===== config.mk =====
export PLATFORM = sky130hd
export DESIGN_NAME = usbev_core
export DESIGN_NICKNAME = d
export VERILOG_FILES = /design/src/design/usbev_pkg.sv /design/src/design/usbev_blk_if.sv /design/src/design/usbev_blk_track.sv /design/src/design/usbev_core.sv
export VERILOG_INCLUDE_DIRS = /design/src /design/src/design
export SDC_FILE = /design/constraint.sdc
export NUM_CORES = 1
export LEC_CHECK = 0
export BUFFER_PORTS_ARGS = -buffer_cell sky130_fd_sc_hd__clkbuf_2
export CAP_MARGIN = 0
export CORE_ASPECT_RATIO = 0.75
export CORE_MARGIN = 3
export CORE_UTILIZATION = 56
export DETAILED_ROUTE_END_ITERATION = 12
export PLACE_DENSITY = 0.8
export SYNTH_ARGS = -nofsm -noshare
export SYNTH_HDL_FRONTEND = slang
export SYNTH_SLANG_ARGS = --single-unit
export TNS_END_PERCENT = 5

===== constraint.sdc =====
create_clock -name clock -period 2.4 [get_ports clock]
set_input_delay 0.48 -clock clock [delete_from_list [all_inputs] [get_ports clock]]
set_output_delay 0.48 -clock clock [all_outputs]
set_load 0.1 [all_outputs]

===== src/design/usbev_params.svh =====
`ifndef USBEV_PARAMS_SVH
`define USBEV_PARAMS_SVH

// ==========================================================================
// Register offsets (byte addresses on the plain register port).
`define USBEV_OFF_BLOCK      8'h00
`define USBEV_OFF_FLAGS      8'h01
`define USBEV_OFF_ENABLES    8'h02
`define USBEV_OFF_CONTROL    8'h03

// ==========================================================================
// Event flag bit positions.
`define USBEV_B_GOOD         7
`define USBEV_B_SETUP_OVERWRITE_FLAG         5
`define USBEV_B_FAULT        4
`define USBEV_B_SLEEP        3
`define USBEV_B_WAKE         2
`define USBEV_B_BUSRST       1
`define USBEV_B_FRAME        0
`define USBEV_FLAG_MASK      8'hBF

// ==========================================================================
// Block control bit positions.
`define USBEV_B_BLKIDX       3
`define USBEV_B_FILL1        2
`define USBEV_B_FILL0        1
`define USBEV_B_WIPE         0

// ==========================================================================
// Interface control bit positions and reset value.
`define USBEV_B_WSEEN        7
`define USBEV_B_RSEEN        6
`define USBEV_B_RESUME       3
`define USBEV_B_PWRDN        2
`define USBEV_B_SLFORCE      1
`define USBEV_B_REINIT       0
`define USBEV_CTRL_RESET     8'h06
`define USBEV_CTRL_WMASK     8'h0F

// ==========================================================================
// Idle time before a sleep request, in microseconds, and clock rate.
`define USBEV_IDLE_US        3000
`define USBEV_CLK_MHZ        40
`define USBEV_IDLE_CYC       (`USBEV_IDLE_US * `USBEV_CLK_MHZ)

`endif


===== src/design/usbev_pkg.sv =====
package usbev_pkg;

  // Endpoint-2 routing select.
  typedef enum logic [1:0] {
    USBEV_ROUTE_NORMAL   = 2'b00,
    USBEV_ROUTE_UPLOAD   = 2'b01,
    USBEV_ROUTE_DOWNLOAD = 2'b10,
    USBEV_ROUTE_RSVD     = 2'b11
  } usbev_route_t;

  // Sleep state of the interface, one-hot.
  typedef enum logic [2:0] {
    USBEV_AWAKE  = 3'b001,
    USBEV_ASLEEP = 3'b010,
    USBEV_RESUME = 3'b100
  } usbev_sleep_t;

endpackage


===== src/design/usbev_blk_if.sv =====
`timescale 1ns/1ps
// ==========================================================================
// Carries endpoint-2 block events into the block tracker and its state back.
interface usbev_blk_if;
  logic       rx_done;   // Endpoint 2 finished a packet.
  logic       rx_block;  // Block that received it.
  logic [1:0] fill_set;  // Per-block fill state set.
  logic [1:0] fill_clr;  // Per-block fill state clear.
  logic       wipe;      // Software wipe request.
  logic       frozen;    // Halt freeze.
  logic       index;     // Active block index.
  logic [1:0] fill;      // Fill state bits.
  logic [3:0] pkt_cnt;   // Packet counter.
  modport tracker (input rx_done, rx_block, fill_set, fill_clr, wipe, frozen,
                   output index, fill, pkt_cnt);
  modport owner (output rx_done, rx_block, fill_set, fill_clr, wipe, frozen,
                 input index, fill, pkt_cnt);
endinterface


===== src/design/usbev_blk_track.sv =====
`timescale 1ns/1ps
`include "usbev_params.svh"
// ==========================================================================
// Tracks the active block index, fill states and packet counter.
module usbev_blk_track
  import usbev_pkg::*;
(
  input  wire logic      clock,  // System clock.
  input  wire logic      rst_b,  // Asynchronous reset, active low.
  input  wire logic      bus_rst, // USB reset, synchronous.
  input  usbev_route_t   route,  // Endpoint-2 routing.
  usbev_blk_if.tracker   blk     // Block events and state.
);

  typedef struct packed {
    logic       index;
    logic [1:0] fill;
    logic [3:0] pkt;
  } usbev_blk_st_t;

  usbev_blk_st_t st_q;
  usbev_blk_st_t st_d;

  // Next state: wipe first, then hardware updates; halt holds everything.
  always_comb begin
    st_d = st_q;
    if (blk.frozen) begin
      st_d = st_q;
    end else if (blk.wipe || bus_rst) begin
      st_d = '0;
    end else begin
      if (blk.rx_done) begin
        st_d.pkt = st_q.pkt + 4'h1;
        if (route == USBEV_ROUTE_NORMAL) begin
          st_d.index = blk.rx_block;
        end
      end
      if (route != USBEV_ROUTE_NORMAL) begin
        st_d.fill = (st_q.fill & ~blk.fill_clr) | blk.fill_set;
      end
    end
  end

  // State register.
  always_ff @(posedge clock or negedge rst_b) begin
    if (!rst_b) begin
      st_q <= '0;
    end else begin
      st_q <= st_d;
    end
  end

  assign blk.index   = st_q.index;
  assign blk.fill    = st_q.fill;
  assign blk.pkt_cnt = st_q.pkt;

endmodule


===== src/design/usbev_core.sv =====
`timescale 1ns/1ps
`include "usbev_params.svh"
// Behaviour
// In wait the interface runs on; any enabled event wakes the CPU.
// In halt the interface freezes; it resumes on wake interrupt or bus activity.
// Wake event has its own halt-exit vector; others share a second vector.
// Interrupt request when flag set, enable set and global mask clear.
// Hardware keeps the active block index for endpoint-2 normal receives.
// Hardware sets and clears block fill states in upload and download routing.
// Writing 1 to wipe clears index, fill states and packet counter.
// Event flags set only by hardware; software reads and clears them.
// Good transfer flag is the OR of endpoint flags, not directly clearable.
// Good transaction needs clean PID, CRC, toggle, no errors, no NAK/STALL.
// Good SETUP while endpoint-0 flag set raises overwrite, status not updated.
// Fault flag set on timeout, CRC, stuffing, framing or overrun error.
// Idle sleep request after bus idle longer than 3 ms.
// Idle detection restarts after reset, disabled from forced sleep to resume end.
// Wake flag set on bus activity during sleep.
// Bus reset flag set on USB reset; reset also clears address and endpoints.
// Frame start flag set on every SOF token.
// Software should clear flags with a plain store, not read-modify-write.
// Wake sequence seen bit shows a resume has started on the bus.
// Bus reset seen bit shows a reset sequence has started on the bus.
// Bus activity clears the force-sleep bit; software may clear it too.
// Force-reinit holds USB reset; clearing it raises a bus reset event.
// Writing 0 clears a flag, 1 keeps it; hardware set wins.
// Reserved bits read zero and ignore writes.
module usbev_core
  import usbev_pkg::*;
#(
  parameter int unsigned IDLE_CYCLES = `USBEV_IDLE_CYC  // Idle cycles before sleep request.
) (
  input  wire logic       clock,          // 40 MHz system clock.
  input  wire logic       rst_b,          // Asynchronous reset, active low.
  input  wire logic [7:0] reg_addr,       // Register address.
  input  wire logic [7:0] reg_wdata,      // Register write data.
  input  wire logic       reg_wr,         // Write strobe.
  input  wire logic       reg_rd,         // Read strobe.
  output logic      [7:0] reg_rdata,      // Read data, one cycle after strobe.
  input  wire logic       cpu_halt,       // CPU in halt.
  input  wire logic       cpu_irq_mask,   // CPU global interrupt mask.
  input  wire logic       bus_idle,       // Pin: bus line idle (J state).
  input  wire logic       bus_reset_seq,  // Pin: reset sequence on bus.
  input  wire logic       bus_resume_seq, // Pin: resume sequence on bus.
  input  wire logic       pkt_done,       // Packet finished, same clock.
  input  wire logic       pkt_nak_stall,  // Answered NAK or STALL.
  input  wire logic       pkt_pid_err,    // PID error.
  input  wire logic       pkt_crc_err,    // CRC error.
  input  wire logic       pkt_toggle_bad, // Data toggle mismatch.
  input  wire logic       pkt_stuff_err,  // Bit stuffing error.
  input  wire logic       pkt_frame_err,  // Framing error.
  input  wire logic       pkt_overrun,    // Buffer overrun.
  input  wire logic       pkt_timeout,    // Timeout.
  input  wire logic [1:0] pkt_ep,         // Endpoint number.
  input  wire logic       pkt_setup,      // Token was SETUP.
  input  wire logic       pkt_block,      // Endpoint-2 block used.
  input  wire logic       sof_token,      // SOF token received.
  input  wire logic [2:0] ep_good_clr,    // Endpoint good-transfer clears.
  input  wire logic [1:0] route,          // Endpoint-2 routing select.
  input  wire logic [1:0] fill_set,       // Fill state sets from buffer manager.
  input  wire logic [1:0] fill_clr,       // Fill state clears from buffer manager.
  output logic            irq_wake,       // Halt-exit wake vector request.
  output logic            irq_main,       // Shared event vector request.
  output logic            cpu_wake,       // Wait exit request.
  output logic            usb_reset_out,  // USB reset to address and endpoints.
  output logic            status_write,   // Transaction status may update.
  output logic            resume_drive,   // Resume signal forced on bus.
  output logic            power_down,     // Regulator off.
  output logic      [2:0] ep_good,        // Endpoint good-transfer flags.
  output logic      [3:0] pkt_count       // Buffer manager packet counter.
);

  initial begin
    if (IDLE_CYCLES < 2) $error("IDLE_CYCLES too small");
  end

  localparam int CW = $clog2(IDLE_CYCLES + 1);

  // ========================================================================
  // State.
  typedef struct packed {
    logic [2:0]   sy_idle;      // Two-flop synchronisers, three pins.
    logic [2:0]   sy_rst;
    logic [2:0]   sy_res;
    logic [7:0]   flags;
    logic [7:0]   enables;
    logic [7:0]   ctrl;
    logic [2:0]   epg;
    logic [CW-1:0] idle_cnt;
    usbev_sleep_t sleep;
    logic [7:0]   rdata;
    logic         irq_w;
    logic         irq_m;
    logic         wake;
    logic         urst;
    logic         stw;
  } usbev_st_t;

  usbev_st_t st_q;
  usbev_st_t st_d;

  usbev_blk_if blk ();

  // Good transaction check.
  function automatic logic good_pkt(input logic [7:0] e);
    good_pkt = ~|e;
  endfunction

  logic [7:0] err_vec;
  logic       good;
  logic       fault;
  logic       ovr;
  logic       activity;
  logic       brst;
  logic       frozen;
  logic [7:0] hw_set;
  logic       wr_flags;
  logic       wr_ctrl;
  logic       wr_block;

  // ========================================================================
  // Event decode.
  always_comb begin
    err_vec  = {pkt_nak_stall, pkt_pid_err, pkt_crc_err, pkt_toggle_bad,
                pkt_stuff_err, pkt_frame_err, pkt_overrun, pkt_timeout};
    frozen   = cpu_halt;
    good     = pkt_done && good_pkt(err_vec);
    ovr      = good && pkt_setup && (pkt_ep == 2'b00) && st_q.epg[0];
    fault    = pkt_done && (pkt_timeout | pkt_crc_err | pkt_stuff_err
                            | pkt_frame_err | pkt_overrun);
    activity = !st_q.sy_idle[1] || st_q.sy_res[1] || st_q.sy_rst[1];
    brst     = st_q.sy_rst[1] || st_q.ctrl[`USBEV_B_REINIT];
    wr_flags = reg_wr && (reg_addr == `USBEV_OFF_FLAGS);
    wr_ctrl  = reg_wr && (reg_addr == `USBEV_OFF_CONTROL);
    wr_block = reg_wr && (reg_addr == `USBEV_OFF_BLOCK);
    hw_set   = '0;
  end

  // ========================================================================
  // Next state.
  always_comb begin
    st_d = st_q;
    st_d.sy_idle = {st_q.sy_idle[1:0], bus_idle};
    st_d.sy_rst  = {st_q.sy_rst[1:0], bus_reset_seq};
    st_d.sy_res  = {st_q.sy_res[1:0], bus_resume_seq};
    st_d.rdata   = '0;
    st_d.stw     = 1'b0;
    if (reg_rd) begin
      case (reg_addr)
        `USBEV_OFF_BLOCK:   st_d.rdata = {4'h0, blk.index, blk.fill, 1'b0};
        `USBEV_OFF_FLAGS:   st_d.rdata = st_q.flags & `USBEV_FLAG_MASK;
        `USBEV_OFF_ENABLES: st_d.rdata = st_q.enables & `USBEV_FLAG_MASK;
        `USBEV_OFF_CONTROL: st_d.rdata = st_q.ctrl & 8'hCF;
        default:            st_d.rdata = '0;
      endcase
    end
    if (!frozen) begin
      // Software writes; flag writes only clear, but a reinit release sets the bus reset flag.
      if (wr_flags) begin
        st_d.flags = st_q.flags & reg_wdata & `USBEV_FLAG_MASK;
      end
      if (reg_wr && reg_addr == `USBEV_OFF_ENABLES) begin
        st_d.enables = reg_wdata & `USBEV_FLAG_MASK;
      end
      if (wr_ctrl) begin
        st_d.ctrl[3:0] = reg_wdata[3:0];
        if (st_q.ctrl[`USBEV_B_REINIT] && !reg_wdata[`USBEV_B_REINIT]) begin
          st_d.flags[`USBEV_B_BUSRST] = 1'b1;
        end
      end
      // Endpoint good flags: set by good transfer, cleared by endpoint write.
      st_d.epg = st_q.epg & ~ep_good_clr;
      if (good && !ovr) begin
        st_d.epg[pkt_ep] = 1'b1;
      end
      st_d.stw = good && !ovr;
      if (brst) begin
        st_d.epg = '0;
      end
      st_d.flags[`USBEV_B_GOOD] = |st_d.epg;
      if (ovr)       st_d.flags[`USBEV_B_SETUP_OVERWRITE_FLAG]  = 1'b1;
      if (fault)     st_d.flags[`USBEV_B_FAULT] = 1'b1;
      if (sof_token) st_d.flags[`USBEV_B_FRAME] = 1'b1;
      if (st_q.sy_rst[1]) begin
        st_d.flags[`USBEV_B_BUSRST] = 1'b1;
        st_d.ctrl[`USBEV_B_RSEEN]   = 1'b1;
      end else if (st_q.sy_idle[1]) begin
        st_d.ctrl[`USBEV_B_RSEEN] = 1'b0;
      end
      if (st_q.sy_res[1]) begin
        st_d.ctrl[`USBEV_B_WSEEN] = 1'b1;
      end else if (st_q.sy_idle[1]) begin
        st_d.ctrl[`USBEV_B_WSEEN] = 1'b0;
      end
      // Idle sleep detection.
      case (st_q.sleep)
        USBEV_AWAKE: begin
          if (brst || !st_q.sy_idle[1]) begin
            st_d.idle_cnt = '0;
          end else if (st_q.idle_cnt < CW'(IDLE_CYCLES)) begin
            st_d.idle_cnt = st_q.idle_cnt + 1'b1;
          end else if (st_q.idle_cnt == CW'(IDLE_CYCLES)) begin
            st_d.flags[`USBEV_B_SLEEP] = 1'b1;
            st_d.idle_cnt = st_q.idle_cnt + 1'b1;
          end
          if (st_d.ctrl[`USBEV_B_SLFORCE]) begin
            st_d.sleep = USBEV_ASLEEP;
          end
        end
        USBEV_ASLEEP: begin
          st_d.idle_cnt = '0;
          if (activity) begin
            st_d.flags[`USBEV_B_WAKE]    = 1'b1;
            st_d.ctrl[`USBEV_B_SLFORCE] = 1'b0;
            st_d.sleep = USBEV_RESUME;
          end else if (!st_d.ctrl[`USBEV_B_SLFORCE]) begin
            st_d.sleep = USBEV_RESUME;
          end
        end
        USBEV_RESUME: begin
          st_d.idle_cnt = '0;
          if (st_q.sy_idle[1] && !st_q.sy_res[1] && !st_q.ctrl[`USBEV_B_RESUME]) begin
            st_d.sleep = USBEV_AWAKE;
          end
        end
        default: begin
          st_d.sleep = USBEV_AWAKE;
        end
      endcase
      if (brst && st_q.sleep != USBEV_ASLEEP) begin
        st_d.sleep    = USBEV_AWAKE;
        st_d.idle_cnt = '0;
      end
    end else if (st_q.sleep == USBEV_ASLEEP && activity) begin
      st_d.flags[`USBEV_B_WAKE]    = 1'b1;
      st_d.ctrl[`USBEV_B_SLFORCE] = 1'b0;
      st_d.sleep = USBEV_RESUME;
    end
    // Interrupt requests and wake.
    st_d.irq_w = !cpu_irq_mask && st_q.flags[`USBEV_B_WAKE]
                 && st_q.enables[`USBEV_B_WAKE];
    st_d.irq_m = !cpu_irq_mask && |(st_q.flags & st_q.enables & 8'hBB);
    st_d.wake  = |(st_q.flags & st_q.enables & `USBEV_FLAG_MASK);
    st_d.urst  = brst;
  end

  // State register.
  always_ff @(posedge clock or negedge rst_b) begin
    if (!rst_b) begin
      st_q         <= '0;
      st_q.sy_idle <= 3'b111;       // Idle level, so reset is not seen as bus activity.
      st_q.sleep   <= USBEV_AWAKE;
      st_q.ctrl  <= `USBEV_CTRL_RESET;
    end else begin
      st_q <= st_d;
    end
  end

  // ========================================================================
  // Block tracker hookup.
  assign blk.rx_done  = pkt_done && good && (pkt_ep == 2'b10);
  assign blk.rx_block = pkt_block;
  assign blk.fill_set = fill_set;
  assign blk.fill_clr = fill_clr;
  assign blk.wipe     = wr_block && reg_wdata[`USBEV_B_WIPE];
  assign blk.frozen   = frozen;

  usbev_blk_track u_blk (
    .clock   (clock),
    .rst_b   (rst_b),
    .bus_rst (brst),
    .route   (usbev_route_t'(route)),
    .blk     (blk.tracker)
  );

  // ========================================================================
  // Outputs.
  assign reg_rdata     = st_q.rdata;
  assign irq_wake      = st_q.irq_w;
  assign irq_main      = st_q.irq_m;
  assign cpu_wake      = st_q.wake;
  assign usb_reset_out = st_q.urst;
  assign status_write  = st_q.stw;
  assign resume_drive  = st_q.ctrl[`USBEV_B_RESUME];
  assign power_down    = st_q.ctrl[`USBEV_B_PWRDN];
  assign ep_good       = st_q.epg;
  assign pkt_count     = blk.pkt_cnt;

endmodule


# After elaboration in Yosys (flattened, before gate mapping)
# Cells that the tools add are included.
[totals] regBits=69 latchBits=0 ramBits=0 mem_bits_ro=0 input_bits=48 output_inout_bits=22 word_cells=171 mem_count=0
[classes] add_sub_neg=2 mul=0 div=0 order_cmp=3 eq_ne=14 shift=0 n_mux=49 bitwise=13 reduce_logical=65
[op_table] cell="17-bit 2-to-1 mux" n=3
[op_table] cell="17-bit case mux with 2 select lines" n=1
[op_table] cell="8-bit case mux with 4 select lines" n=1
[op_table] cell="3-bit 2-to-1 mux" n=9
[op_table] cell="1-bit 2-to-1 mux" n=25
[op_table] cell="1-bit logical AND" n=22
[op_table] cell="20-bit 2-to-1 mux" n=1
[op_table] cell="2-bit nonzero test" n=10
[op_table] cell="2-bit AND reduction" n=9
[op_table] cell="17-bit by 1-bit adder with 17-bit output, second input constant" n=1
[op_table] cell="17-bit == test, second input constant" n=1
[op_table] cell="17-bit less-than comparator, second input constant" n=1
[op_table] cell="8-bit by 2-bit == test with 1-bit output, second input constant" n=2
[op_table] cell="4-bit 2-to-1 mux" n=3
[op_table] cell="5-bit != test, second input constant" n=2
[op_table] cell="3-bit case mux with 3 select lines" n=1
[op_table] cell="8-bit bitwise AND" n=1
[op_table] cell="8-bit by 1-bit == test with 1-bit output, second input constant" n=1
[op_table] cell="8-bit logical NOT" n=1
[op_table] cell="8-bit 2-to-1 mux" n=1
[op_table] cell="8-bit OR reduction" n=1
[op_table] cell="1-bit logical NOT" n=7
[op_table] cell="7-bit 2-to-1 mux" n=1
[op_table] cell="7-bit OR reduction" n=1
[op_table] cell="31 further kinds" n=40

# Logic depth before layout (Yosys ltp)
# Gate-level depths: netlist of run 1.
[logic_depth] depth_word=12 depth_mapped=8 depth_no_buf=7

# Cells and area by module
# A second synthesis of run 1 with hierarchy kept.
[unflattened] hier_cells=349 hier_area_um2=3557.2
[modules_own_cells] mod="usbev_core" instances=1 cells_each=311 area_each_um2=3178.0 seq_area_each_um2=1557.7
[modules_own_cells] mod="usbev_blk_track" instances=1 cells_each=38 area_each_um2=379.1 seq_area_each_um2=175.2

# Least setup slack after synthesis of run 1
# No wires, ideal clock.
[synth_path] kind="input -> register" start="input port reg_addr[5]" end="register st_q[44] (netlist name)" setup_time_ns=0.125 arrival_ns=2.283 required_ns=2.275 setup_slack_ns=-0.009 cell_stages=5 path_buffers=1 cell_sequence="or4_4 or3_4 or4b_4 buf_6 mux2_4"
[synth_via] elab_chain_cells=3
[synth_rtl] item="start: declaration" line="usbev_core.sv:35" text="input wire logic [7:0] reg_addr,"
[synth_rtl] item="8-bit by 2-bit == test with 1-bit output"
[synth_rtl] item="1-bit logical AND (no source line)"
[synth_rtl] item="2-bit AND reduction (no source line)"
[synth_rtl] item="end signal: assignment" line="usbev_core.sv:255" text="st_q <= st_d;"
[synth_rtl] item="end: declaration" line="usbev_core.sv:99" text="usbev_st_t st_q;"
# No other way between the ends.
# A chain may end at the register's enable or synchronous reset.

# Worst setup path in the final report of run 1
[layout_path] start="register st_q (netlist bit st_d[68])" end="register st_q[30] (netlist name)"
[layout_via] elab_chain_cells=5 elab_cells_between_ends=7 classes_between="eq/ne: 1; mux: 3; reduce/logical: 3"
[layout_rtl] item="1-bit logical NOT *" line="usbev_core.sv:198" text="if (brst || !st_q.sy_idle[1]) begin"
[layout_rtl] item="1-bit logical OR *" line="usbev_core.sv:198"
[layout_rtl] item="17-bit 2-to-1 mux" line="usbev_core.sv:198"
[layout_rtl] item="17-bit case mux with 2 select lines" line="usbev_core.sv:196" text="case (st_q.sleep)"
[layout_rtl] item="20-bit 2-to-1 mux" line="usbev_core.sv:230" text="if (brst && st_q.sleep != USBEV_ASLEEP) begin"
# Mark *: on every way between the ends. The rest lies on a longest branch, timed or not.

==> results of run 1 <==
[placed cells by master, fill, tap and decap left out, types with 4 or more instances in the layout]
cell type / Yosys / final
a211oi_1: 4 / 4
a21oi_1: 10 / 10
a22oi_1: 6 / 6
and3_1: 7 / 7
buf_4: 12 / 19
clkbuf_2: 0 / 67
clkbuf_8: 0 / 10
dfrtp_1: 64 / 64
dfstp_2: 5 / 5
inv_1: 17 / 17
mux2_2: 6 / 6
mux2_4: 7 / 7
nand2_1: 35 / 35
nand2b_1: 6 / 6
nand3_1: 20 / 20
nand4_1: 5 / 5
nor2_1: 33 / 33
nor3_1: 5 / 5
o21ai_0: 28 / 28
o22ai_1: 6 / 6
o31ai_1: 20 / 20
o41ai_1: 5 / 4
[how the worst max path moves through the flow]
stage                     start        to  slack [ps]  cells past startpoint
finish                 st_d[68]  st_q[30]         200                      6
CTS                    st_q[17]  st_q[28]          50                      7
detailed placement  reg_addr[5]  st_q[47]        -130                      5
floorplan           reg_addr[5]  st_q[44]          -9                      5
global route           st_q[17]  st_q[30]          30                      8
global placement    reg_addr[5]  st_q[51]        -120                      5
[state kept, by name, indices dropped and copies added (netlist names)]
| register | cells |
|---|---|
| st_d | 6 |
| u_blk.blk.index | 1 |
| resume_drive | 1 |
| status_write | 1 |
| irq_wake | 1 |
| usb_reset_out | 1 |
| ep_good | 3 |
| u_blk.blk.pkt_cnt | 4 |
| u_blk.blk.fill | 2 |
| st_q | 38 |
| irq_main | 1 |
| power_down | 1 |
| reg_rdata | 8 |
| cpu_wake | 1 |
[critical path, stage by stage (launching register included)]
cell,delay [ps]
dfstp_2,550
nor3b_1,320
o21ai_0,270
nand2_1,160
or3b_2,520
buf_4,170
o22ai_1,130
[metal layers]
metal	track usage	up-vias
met2	0.378	159
met4	0.0592	0
met5	0	-
li1	-	1534
met3	0.0668	7
met1	0.376	1611
[cells in the mapped netlist, types with 2 or more instances]
library cell	instances	area, um2
mux2_2	6	67.6
a21oi_1	10	50.1
o31ai_1	20	150
a31oi_1	3	18.8
o2111a_1	2	22.5
mux2_4	7	105
buf_6	2	22.5
mux2i_1	3	30.0
and2_1	2	12.5
and3_1	7	43.8
dfstp_2	5	131
buf_2	2	10.0
nand2b_1	6	37.5
a22oi_1	6	45.0
ha_1	3	37.5
a211oi_1	4	30.0
o41ai_1	5	43.8
nand2_1	35	131
nand3_1	20	100
nor3_1	5	25.0
clkbuf_1	8	30.0
a2bb2oi_1	2	17.5
nor3b_1	2	15.0
or2_2	3	18.8
nor2_1	33	124
xnor2_1	2	17.5
dfrtp_1	64	1600
nor4_1	2	12.5
inv_1	17	63.8
o21ai_0	28	140
nand4_1	5	31.3
o22ai_1	6	37.5
buf_4	12	90.1
a221oi_1	2	17.5
mux4_2	3	67.6
nor2b_1	3	18.8
nor4b_1	2	17.5
[stage by stage]
stage / TNS (ps) / cell area [um2] / utilization / power (mW) / instances
floorplan: -59.8 / 3720 / - / 1.46 / 376
global placement: -1010 / 4170 / 0.653 / 1.60 / 520
detailed placement: -1160 / 4170 / 0.653 / 1.61 / 520
CTS: 0 / 4380 / 0.686 / 2.60 / 536
global route: 0 / 4400 / 0.689 / 2.69 / 536
finish: 0 / 4400 / 0.689 / 2.58 / 536
[power groups by stage]
stage | registers, mW | logic (mW) | clock network, mW
4_1_cts | 1.24 | 0.348 | 1.01
5_1_grt | 1.25 | 0.394 | 1.05
3_5_place_dp | 1.27 | 0.346 | 0
3_3_place_gp | 1.26 | 0.336 | 0
2_1_floorplan | 1.28 | 0.182 | 0
6_report | 1.25 | 0.353 | 0.984
[cell type report]
type,count,area (um2)
clock buffer,10,138
inverter,17,63.8
tap,81,101
sequential,69,1730
timing repair buffer,88,503
clock inverter,6,70.1
fill,527,1980
multi-input combinational,265,1790
[kinds of logic after synthesis]
| group | count (synthesis) | share of synthesized area |
|---|---|---|
| adders and majority gates | 3 | 0.0101 |
| xor gates and xnor gates | 2 | 0.00471 |
| DFF | 69 | 0.466 |
| AOI/OAI and AO/OA | 104 | 0.199 |
| and+or+nand+nor | 137 | 0.189 |
| buffers and inverters | 42 | 0.0592 |
| muxes | 19 | 0.0726 |
[what timing repair did]
item,in CTS,in global routing
gates resized for setup,0,3
endpoints found under the setup margin,0,15
hold endpoints to repair,0,0
hold buffers,0,0
==> impl_metrics.prom, run 1 <==
# TYPE chip_impl_metric gauge
chip_impl_info{name="hp-class",value="primary input to asynchronous set/reset pin"} 1
chip_impl_metric{name="gp_congestion",unit=""} 0.904
chip_impl_metric{name="max_freq",unit="MHz"} 456
chip_impl_metric{name="cts.htree.levels",unit=""} 3
chip_impl_metric{name="synthesis.area_per_instance",unit="um2"} 9.90
chip_impl_info{name="highest_layer",value="met4"} 1
chip_impl_metric{name="via_count_of_the_first_global_routing_pass",unit=""} 3208
chip_impl_metric{name="initial_core_util",unit=""} 0.583
chip_impl_metric{name="worst_slew_margin_rel",unit=""} 0.631
chip_impl_metric{name="finalWorstSetupSlack",unit="ps"} 205
chip_impl_metric{name="power.clock.fraction",unit=""} 0.381
chip_impl_metric{name="met1_length",unit="um"} 4150
chip_impl_metric{name="dp_worst_setup_slack",unit="ps"} -132
chip_impl_metric{name="routed-wl-met3",unit="um"} 802
chip_impl_metric{name="die_height",unit="um"} 76.6
chip_impl_metric{name="antenna_cells_inserted",unit=""} 0
chip_impl_metric{name="drtIter0Drc",unit=""} 288
chip_impl_metric{name="internal_power",unit="mW"} 1.87
chip_impl_metric{name="number_of_enable_type_register_cells_in_the_synthesized_netlist",unit=""} 0
chip_impl_info{name="postSynth.topFlopCell",value="dfrtp_1"} 1
chip_impl_metric{name="wire_length_of_the_first_global_routing_pass",unit="um"} 15600
chip_impl_metric{name="p_sw",unit="uW"} 715
chip_impl_metric{name="grt.overflow.total",unit=""} 0
chip_impl_metric{name="post_drt_wl_per_cell",unit="um"} 17.0
chip_impl_metric{name="syn-cell-area",unit="um2"} 3720
chip_impl_metric{name="timing.critical_path.fanout_max",unit=""} 4
chip_impl_metric{name="global_route.usage.total",unit=""} 0.255
chip_impl_metric{name="max-vdd-ir-drop",unit="mV"} 0.385
chip_impl_metric{name="area_of_the_die",unit="um2"} 7670
chip_impl_metric{name="final_max_slew_viol_count",unit=""} 0
chip_impl_metric{name="share_of_post_route_cells_with_drive_strength_above_1",unit=""} 0.312
chip_impl_metric{name="placement_rows",unit=""} 25
chip_impl_info{name="tritoncts",value="yes"} 1
chip_impl_metric{name="p_leak",unit="nW"} 2.06
chip_impl_metric{name="clk-insertion-delay-late",unit="ps"} 350
chip_impl_metric{name="syn2layout_area_growth",unit="%"} 18.2
chip_impl_info{name="unrepaired_setup_endpoints_after_global_routing",value="no"} 1
chip_impl_metric{name="power.density_cell_area",unit="nW/um2"} 587
chip_impl_metric{name="synth_seq_cells",unit=""} 69
chip_impl_metric{name="relative_contribution_of_combinational_cells_to_total_power",unit=""} 0.137
chip_impl_metric{name="grt_antenna_before_repair",unit=""} 0
chip_impl_metric{name="design.final.nets",unit=""} 501
chip_impl_metric{name="timing.critical_path.required",unit="ps"} 2660
chip_impl_metric{name="drt_first_pass_iters",unit=""} 5
chip_impl_metric{name="numClockSinks",unit=""} 69
chip_impl_info{name="timing.critical_path.from_type",value="flop"} 1
chip_impl_metric{name="yosys_warnings",unit=""} 0
chip_impl_metric{name="asyncSetResetFlopFracSynth",unit=""} 1.00
chip_impl_metric{name="drv_cap",unit=""} 0
chip_impl_info{name="critical_path_class",value="flop to flop"} 1
chip_impl_metric{name="min_period",unit="ps"} 2200
chip_impl_metric{name="postCtsSetupRepairBufs",unit=""} 0
chip_impl_metric{name="layout_worst_path_cycle_share",unit=""} 0.915
chip_impl_metric{name="slew_worst_pin",unit="ps"} 553
chip_impl_metric{name="timing.hold.ws",unit="ps"} 116
chip_impl_metric{name="buffer_ports.inserted",unit=""} 68
chip_impl_metric{name="share_seq_of_total_power",unit=""} 0.482
chip_impl_metric{name="clk_path_buf_depth",unit=""} 2
chip_impl_metric{name="critical_path_arrival",unit="ps"} 2460
chip_impl_metric{name="routed-via-count",unit=""} 3311
chip_impl_metric{name="post_synth_inst_count",unit=""} 376
chip_impl_metric{name="netlist-cell-type-count",unit=""} 66
chip_impl_metric{name="clk_transition_reported_paths",unit="ps"} 80
chip_impl_metric{name="maximum_number_of_pins_on_one_net_before_global_route_repair",unit=""} 35
chip_impl_metric{name="syn_nets",unit=""} 427
chip_impl_metric{name="switching_share",unit=""} 0.277
chip_impl_metric{name="ys_seq_area_frac",unit=""} 0.466
chip_impl_info{name="timing.rr.end",value="st_q[30]"} 1
chip_impl_metric{name="r2r_setup_slack",unit="ps"} 200
chip_impl_metric{name="wl_met2",unit="um"} 4080
chip_impl_metric{name="wl",unit="um"} 9110
chip_impl_metric{name="die-width",unit="um"} 100
chip_impl_metric{name="remaining_drc_errors",unit=""} 0
chip_impl_metric{name="ff2ff_path_depth",unit=""} 6
chip_impl_metric{name="viasPerCell",unit=""} 6.18
chip_impl_info{name="clock_tree.root_cell",value="clkbuf_8"} 1
chip_impl_metric{name="cts_made_buffers",unit=""} 9
chip_impl_info{name="run_status",value="finished, final reports clean"} 1
chip_impl_metric{name="report.final.setup_viol",unit=""} 0
chip_impl_metric{name="final-hold-violation-count",unit=""} 0
chip_impl_metric{name="antenna_left",unit=""} 0
chip_impl_metric{name="num_io_pins",unit=""} 70
chip_impl_metric{name="core-area",unit="um2"} 6380
chip_impl_info{name="worstSetupEndpointType",value="flop"} 1
chip_impl_metric{name="dpl.hpwl",unit="um"} 6690
chip_impl_info{name="startpoint_of_the_worst_register_to_register_path",value="st_d[68]"} 1
chip_impl_metric{name="timing.clock.skew",unit="ps"} 7.45
No activity file was read; power rests on OpenSTA's default activity.
==> inputs of run 2 (changes only) <==
--- a/config.mk
+++ b/config.mk
@@ -13,6 +13,7 @@
 export CORE_UTILIZATION = 56
 export DETAILED_ROUTE_END_ITERATION = 12
 export PLACE_DENSITY = 0.8
+export REMOVE_ABC_BUFFERS = 1
 export SYNTH_ARGS = -nofsm -noshare
 export SYNTH_HDL_FRONTEND = slang
 export SYNTH_SLANG_ARGS = --single-unit
==> impl_metrics.prom, run 2 (synthesis results as in run 1) <==
# TYPE chip_impl_metric gauge
chip_impl_info{name="run_status",value="finished, final reports clean"} 1
chip_impl_metric{name="cts.htree.levels",unit=""} 3
chip_impl_metric{name="wl",unit="um"} 9070
chip_impl_metric{name="largest_register_ffs",unit=""} 38
chip_impl_metric{name="routed-via-count",unit=""} 3317
chip_impl_metric{name="core-area",unit="um2"} 6380
chip_impl_metric{name="finalWorstSetupSlack",unit="ps"} 141
chip_impl_metric{name="dpl.hpwl",unit="um"} 6550
chip_impl_metric{name="dpl-instance-area",unit="um2"} 4150
chip_impl_info{name="layout.cells.most_common",value="clkbuf_2"} 1
chip_impl_metric{name="viasPerCell",unit=""} 6.22
chip_impl_metric{name="initial_core_util",unit=""} 0.583
chip_impl_metric{name="syn2layout_area_growth",unit="%"} 16.9
chip_impl_metric{name="numClockSinks",unit=""} 69
chip_impl_metric{name="clk-insertion-delay-late",unit="ps"} 350
chip_impl_metric{name="min_period",unit="ps"} 2260
chip_impl_metric{name="critical_path_arrival",unit="ps"} 2500
chip_impl_metric{name="design.final.nets",unit=""} 498
chip_impl_metric{name="design_power_total",unit="mW"} 2.52
chip_impl_metric{name="multiInputGateArea",unit="um2"} 1780
chip_impl_metric{name="timing.critical_path.required",unit="ps"} 2640
chip_impl_metric{name="slew_worst_pin",unit="ps"} 589
chip_impl_metric{name="antenna_left",unit=""} 0
chip_impl_metric{name="report.final.setup_viol",unit=""} 0
chip_impl_info{name="clock_tree.root_cell",value="clkbuf_8"} 1
chip_impl_metric{name="ctsHoldBuffers",unit=""} 0
chip_impl_metric{name="fin_tns_setup",unit="ps"} 0
chip_impl_info{name="tritoncts",value="yes"} 1
chip_impl_info{name="critical_path_class",value="flop to flop"} 1
chip_impl_metric{name="die_height",unit="um"} 76.6
chip_impl_metric{name="grt.overflow.total",unit=""} 0
chip_impl_info{name="critical_path.slowest_cell",value="dfstp_2"} 1
chip_impl_metric{name="final_max_slew_viol_count",unit=""} 0
chip_impl_metric{name="post_cts.resized_instances",unit=""} 0
chip_impl_metric{name="stdcell_count",unit=""} 533
chip_impl_info{name="path_cells",value="nor3b_1 -> o21ai_1 -> nand2_1 -> or3b_2 -> o41ai_1"} 1
chip_impl_info{name="timing.critical_path.from_type",value="flop"} 1
chip_impl_metric{name="timing.clock.skew",unit="ps"} 9.67
chip_impl_metric{name="wire_length_of_the_first_global_routing_pass",unit="um"} 15000
chip_impl_metric{name="buffer_ports.inserted",unit=""} 68
chip_impl_metric{name="power.density_cell_area",unit="nW/um2"} 579
chip_impl_metric{name="clk_transition_reported_paths",unit="ps"} 80
chip_impl_metric{name="share_of_post_route_cells_with_drive_strength_above_1",unit=""} 0.305
chip_impl_info{name="worstSetupEndpointType",value="flop"} 1
chip_impl_metric{name="timing.hold.ws",unit="ps"} 131
chip_impl_info{name="crit_family",value="simple AND/OR/NAND/NOR gates"} 1
chip_impl_info{name="hp-class",value="primary input to asynchronous set/reset pin"} 1
chip_impl_metric{name="postLayoutCoreUtil",unit=""} 0.682
chip_impl_metric{name="num_io_pins",unit=""} 70
chip_impl_metric{name="antenna_cells_inserted",unit=""} 0
chip_impl_info{name="unrepaired_setup_endpoints_after_global_routing",value="no"} 1
chip_impl_metric{name="max-vdd-ir-drop",unit="mV"} 0.337
chip_impl_info{name="top_register",value="st_q"} 1
chip_impl_metric{name="critical-path-max-stage-delay",unit="ps"} 540
chip_impl_metric{name="drt_first_pass_iters",unit=""} 5
chip_impl_metric{name="via_count_of_the_first_global_routing_pass",unit=""} 3090
chip_impl_metric{name="dp_worst_setup_slack",unit="ps"} -146
chip_impl_metric{name="layout_worst_path_cycle_share",unit=""} 0.941
chip_impl_metric{name="num-fill-cells",unit=""} 493
chip_impl_metric{name="post_drt_wl_per_cell",unit="um"} 17.0
chip_impl_metric{name="number_of_cells_after_detailed_placement",unit=""} 517
chip_impl_metric{name="crit_buf_inv",unit=""} 0
chip_impl_metric{name="area_of_the_die",unit="um2"} 7670
chip_impl_metric{name="global_route.usage.total",unit=""} 0.246
chip_impl_metric{name="max_freq",unit="MHz"} 443
chip_impl_metric{name="timing.critical_path.fanout_max",unit=""} 5
chip_impl_metric{name="drv_cap",unit=""} 0
chip_impl_metric{name="grt_antenna_before_repair",unit=""} 0
chip_impl_metric{name="worst_slew_margin_rel",unit=""} 0.604
chip_impl_metric{name="postCtsSetupRepairBufs",unit=""} 0
chip_impl_metric{name="register_area",unit="um2"} 1730
chip_impl_metric{name="maximum_number_of_pins_on_one_net_before_global_route_repair",unit=""} 70
chip_impl_metric{name="placement_rows",unit=""} 25
chip_impl_metric{name="die-width",unit="um"} 100
chip_impl_metric{name="cts_made_buffers",unit=""} 9
chip_impl_metric{name="p_leak",unit="nW"} 2.03
chip_impl_metric{name="final-hold-violation-count",unit=""} 0
chip_impl_metric{name="fin_area",unit="um2"} 4350
chip_impl_metric{name="clk_path_buf_depth",unit=""} 2
chip_impl_info{name="leading_cell_types_in_the_layout_fill_and_taps_excluded",value="clkbuf_2, dfrtp_1, nand2_1"} 1
chip_impl_metric{name="drtIter0Drc",unit=""} 347
chip_impl_metric{name="remaining_drc_errors",unit=""} 0
chip_impl_metric{name="gp_congestion",unit=""} 0.999
## run 2: worst paths after layout
check,start,endpoint,slack [ps],cells past startpoint
hold reg to reg,st_d[61],st_d[62],340,0
max in group asynchronous,rst_b,st_d[67],1930,2
setup / recovery,st_d[68],st_q[28],140,5
min in group clock,bus_idle,st_d[67],210,1
hold / removal,rst_b,st_q[21],130,2
setup reg to reg,st_d[68],st_q[28],140,5
## run 2: metal layers
metal | vias up | global-route usage | part of all wire
li1 | 1538 | - | -
met1 | 1583 | 0.361 | 0.46
met5 | - | 0 | 0
met3 | 19 | 0.0695 | 0.097
met2 | 177 | 0.355 | 0.43
met4 | 0 | 0.0740 | 0.015
## run 2: final cells by class
class	instances	share of cell area
clock buffer	10	0.0293
clock inverter	6	0.0147
inverter	17	0.0147
multi-input combinational	265	0.409
sequential	69	0.398
tap	81	0.0233
timing repair buffer	85	0.110
## run 2: power breakdown
part	total, mW	internal, mW	switching, mW
sequential	1.25	1.21	0.0415
clock	0.930	0.478	0.453
combinational	0.338	0.133	0.204
total	2.52	1.82	0.698
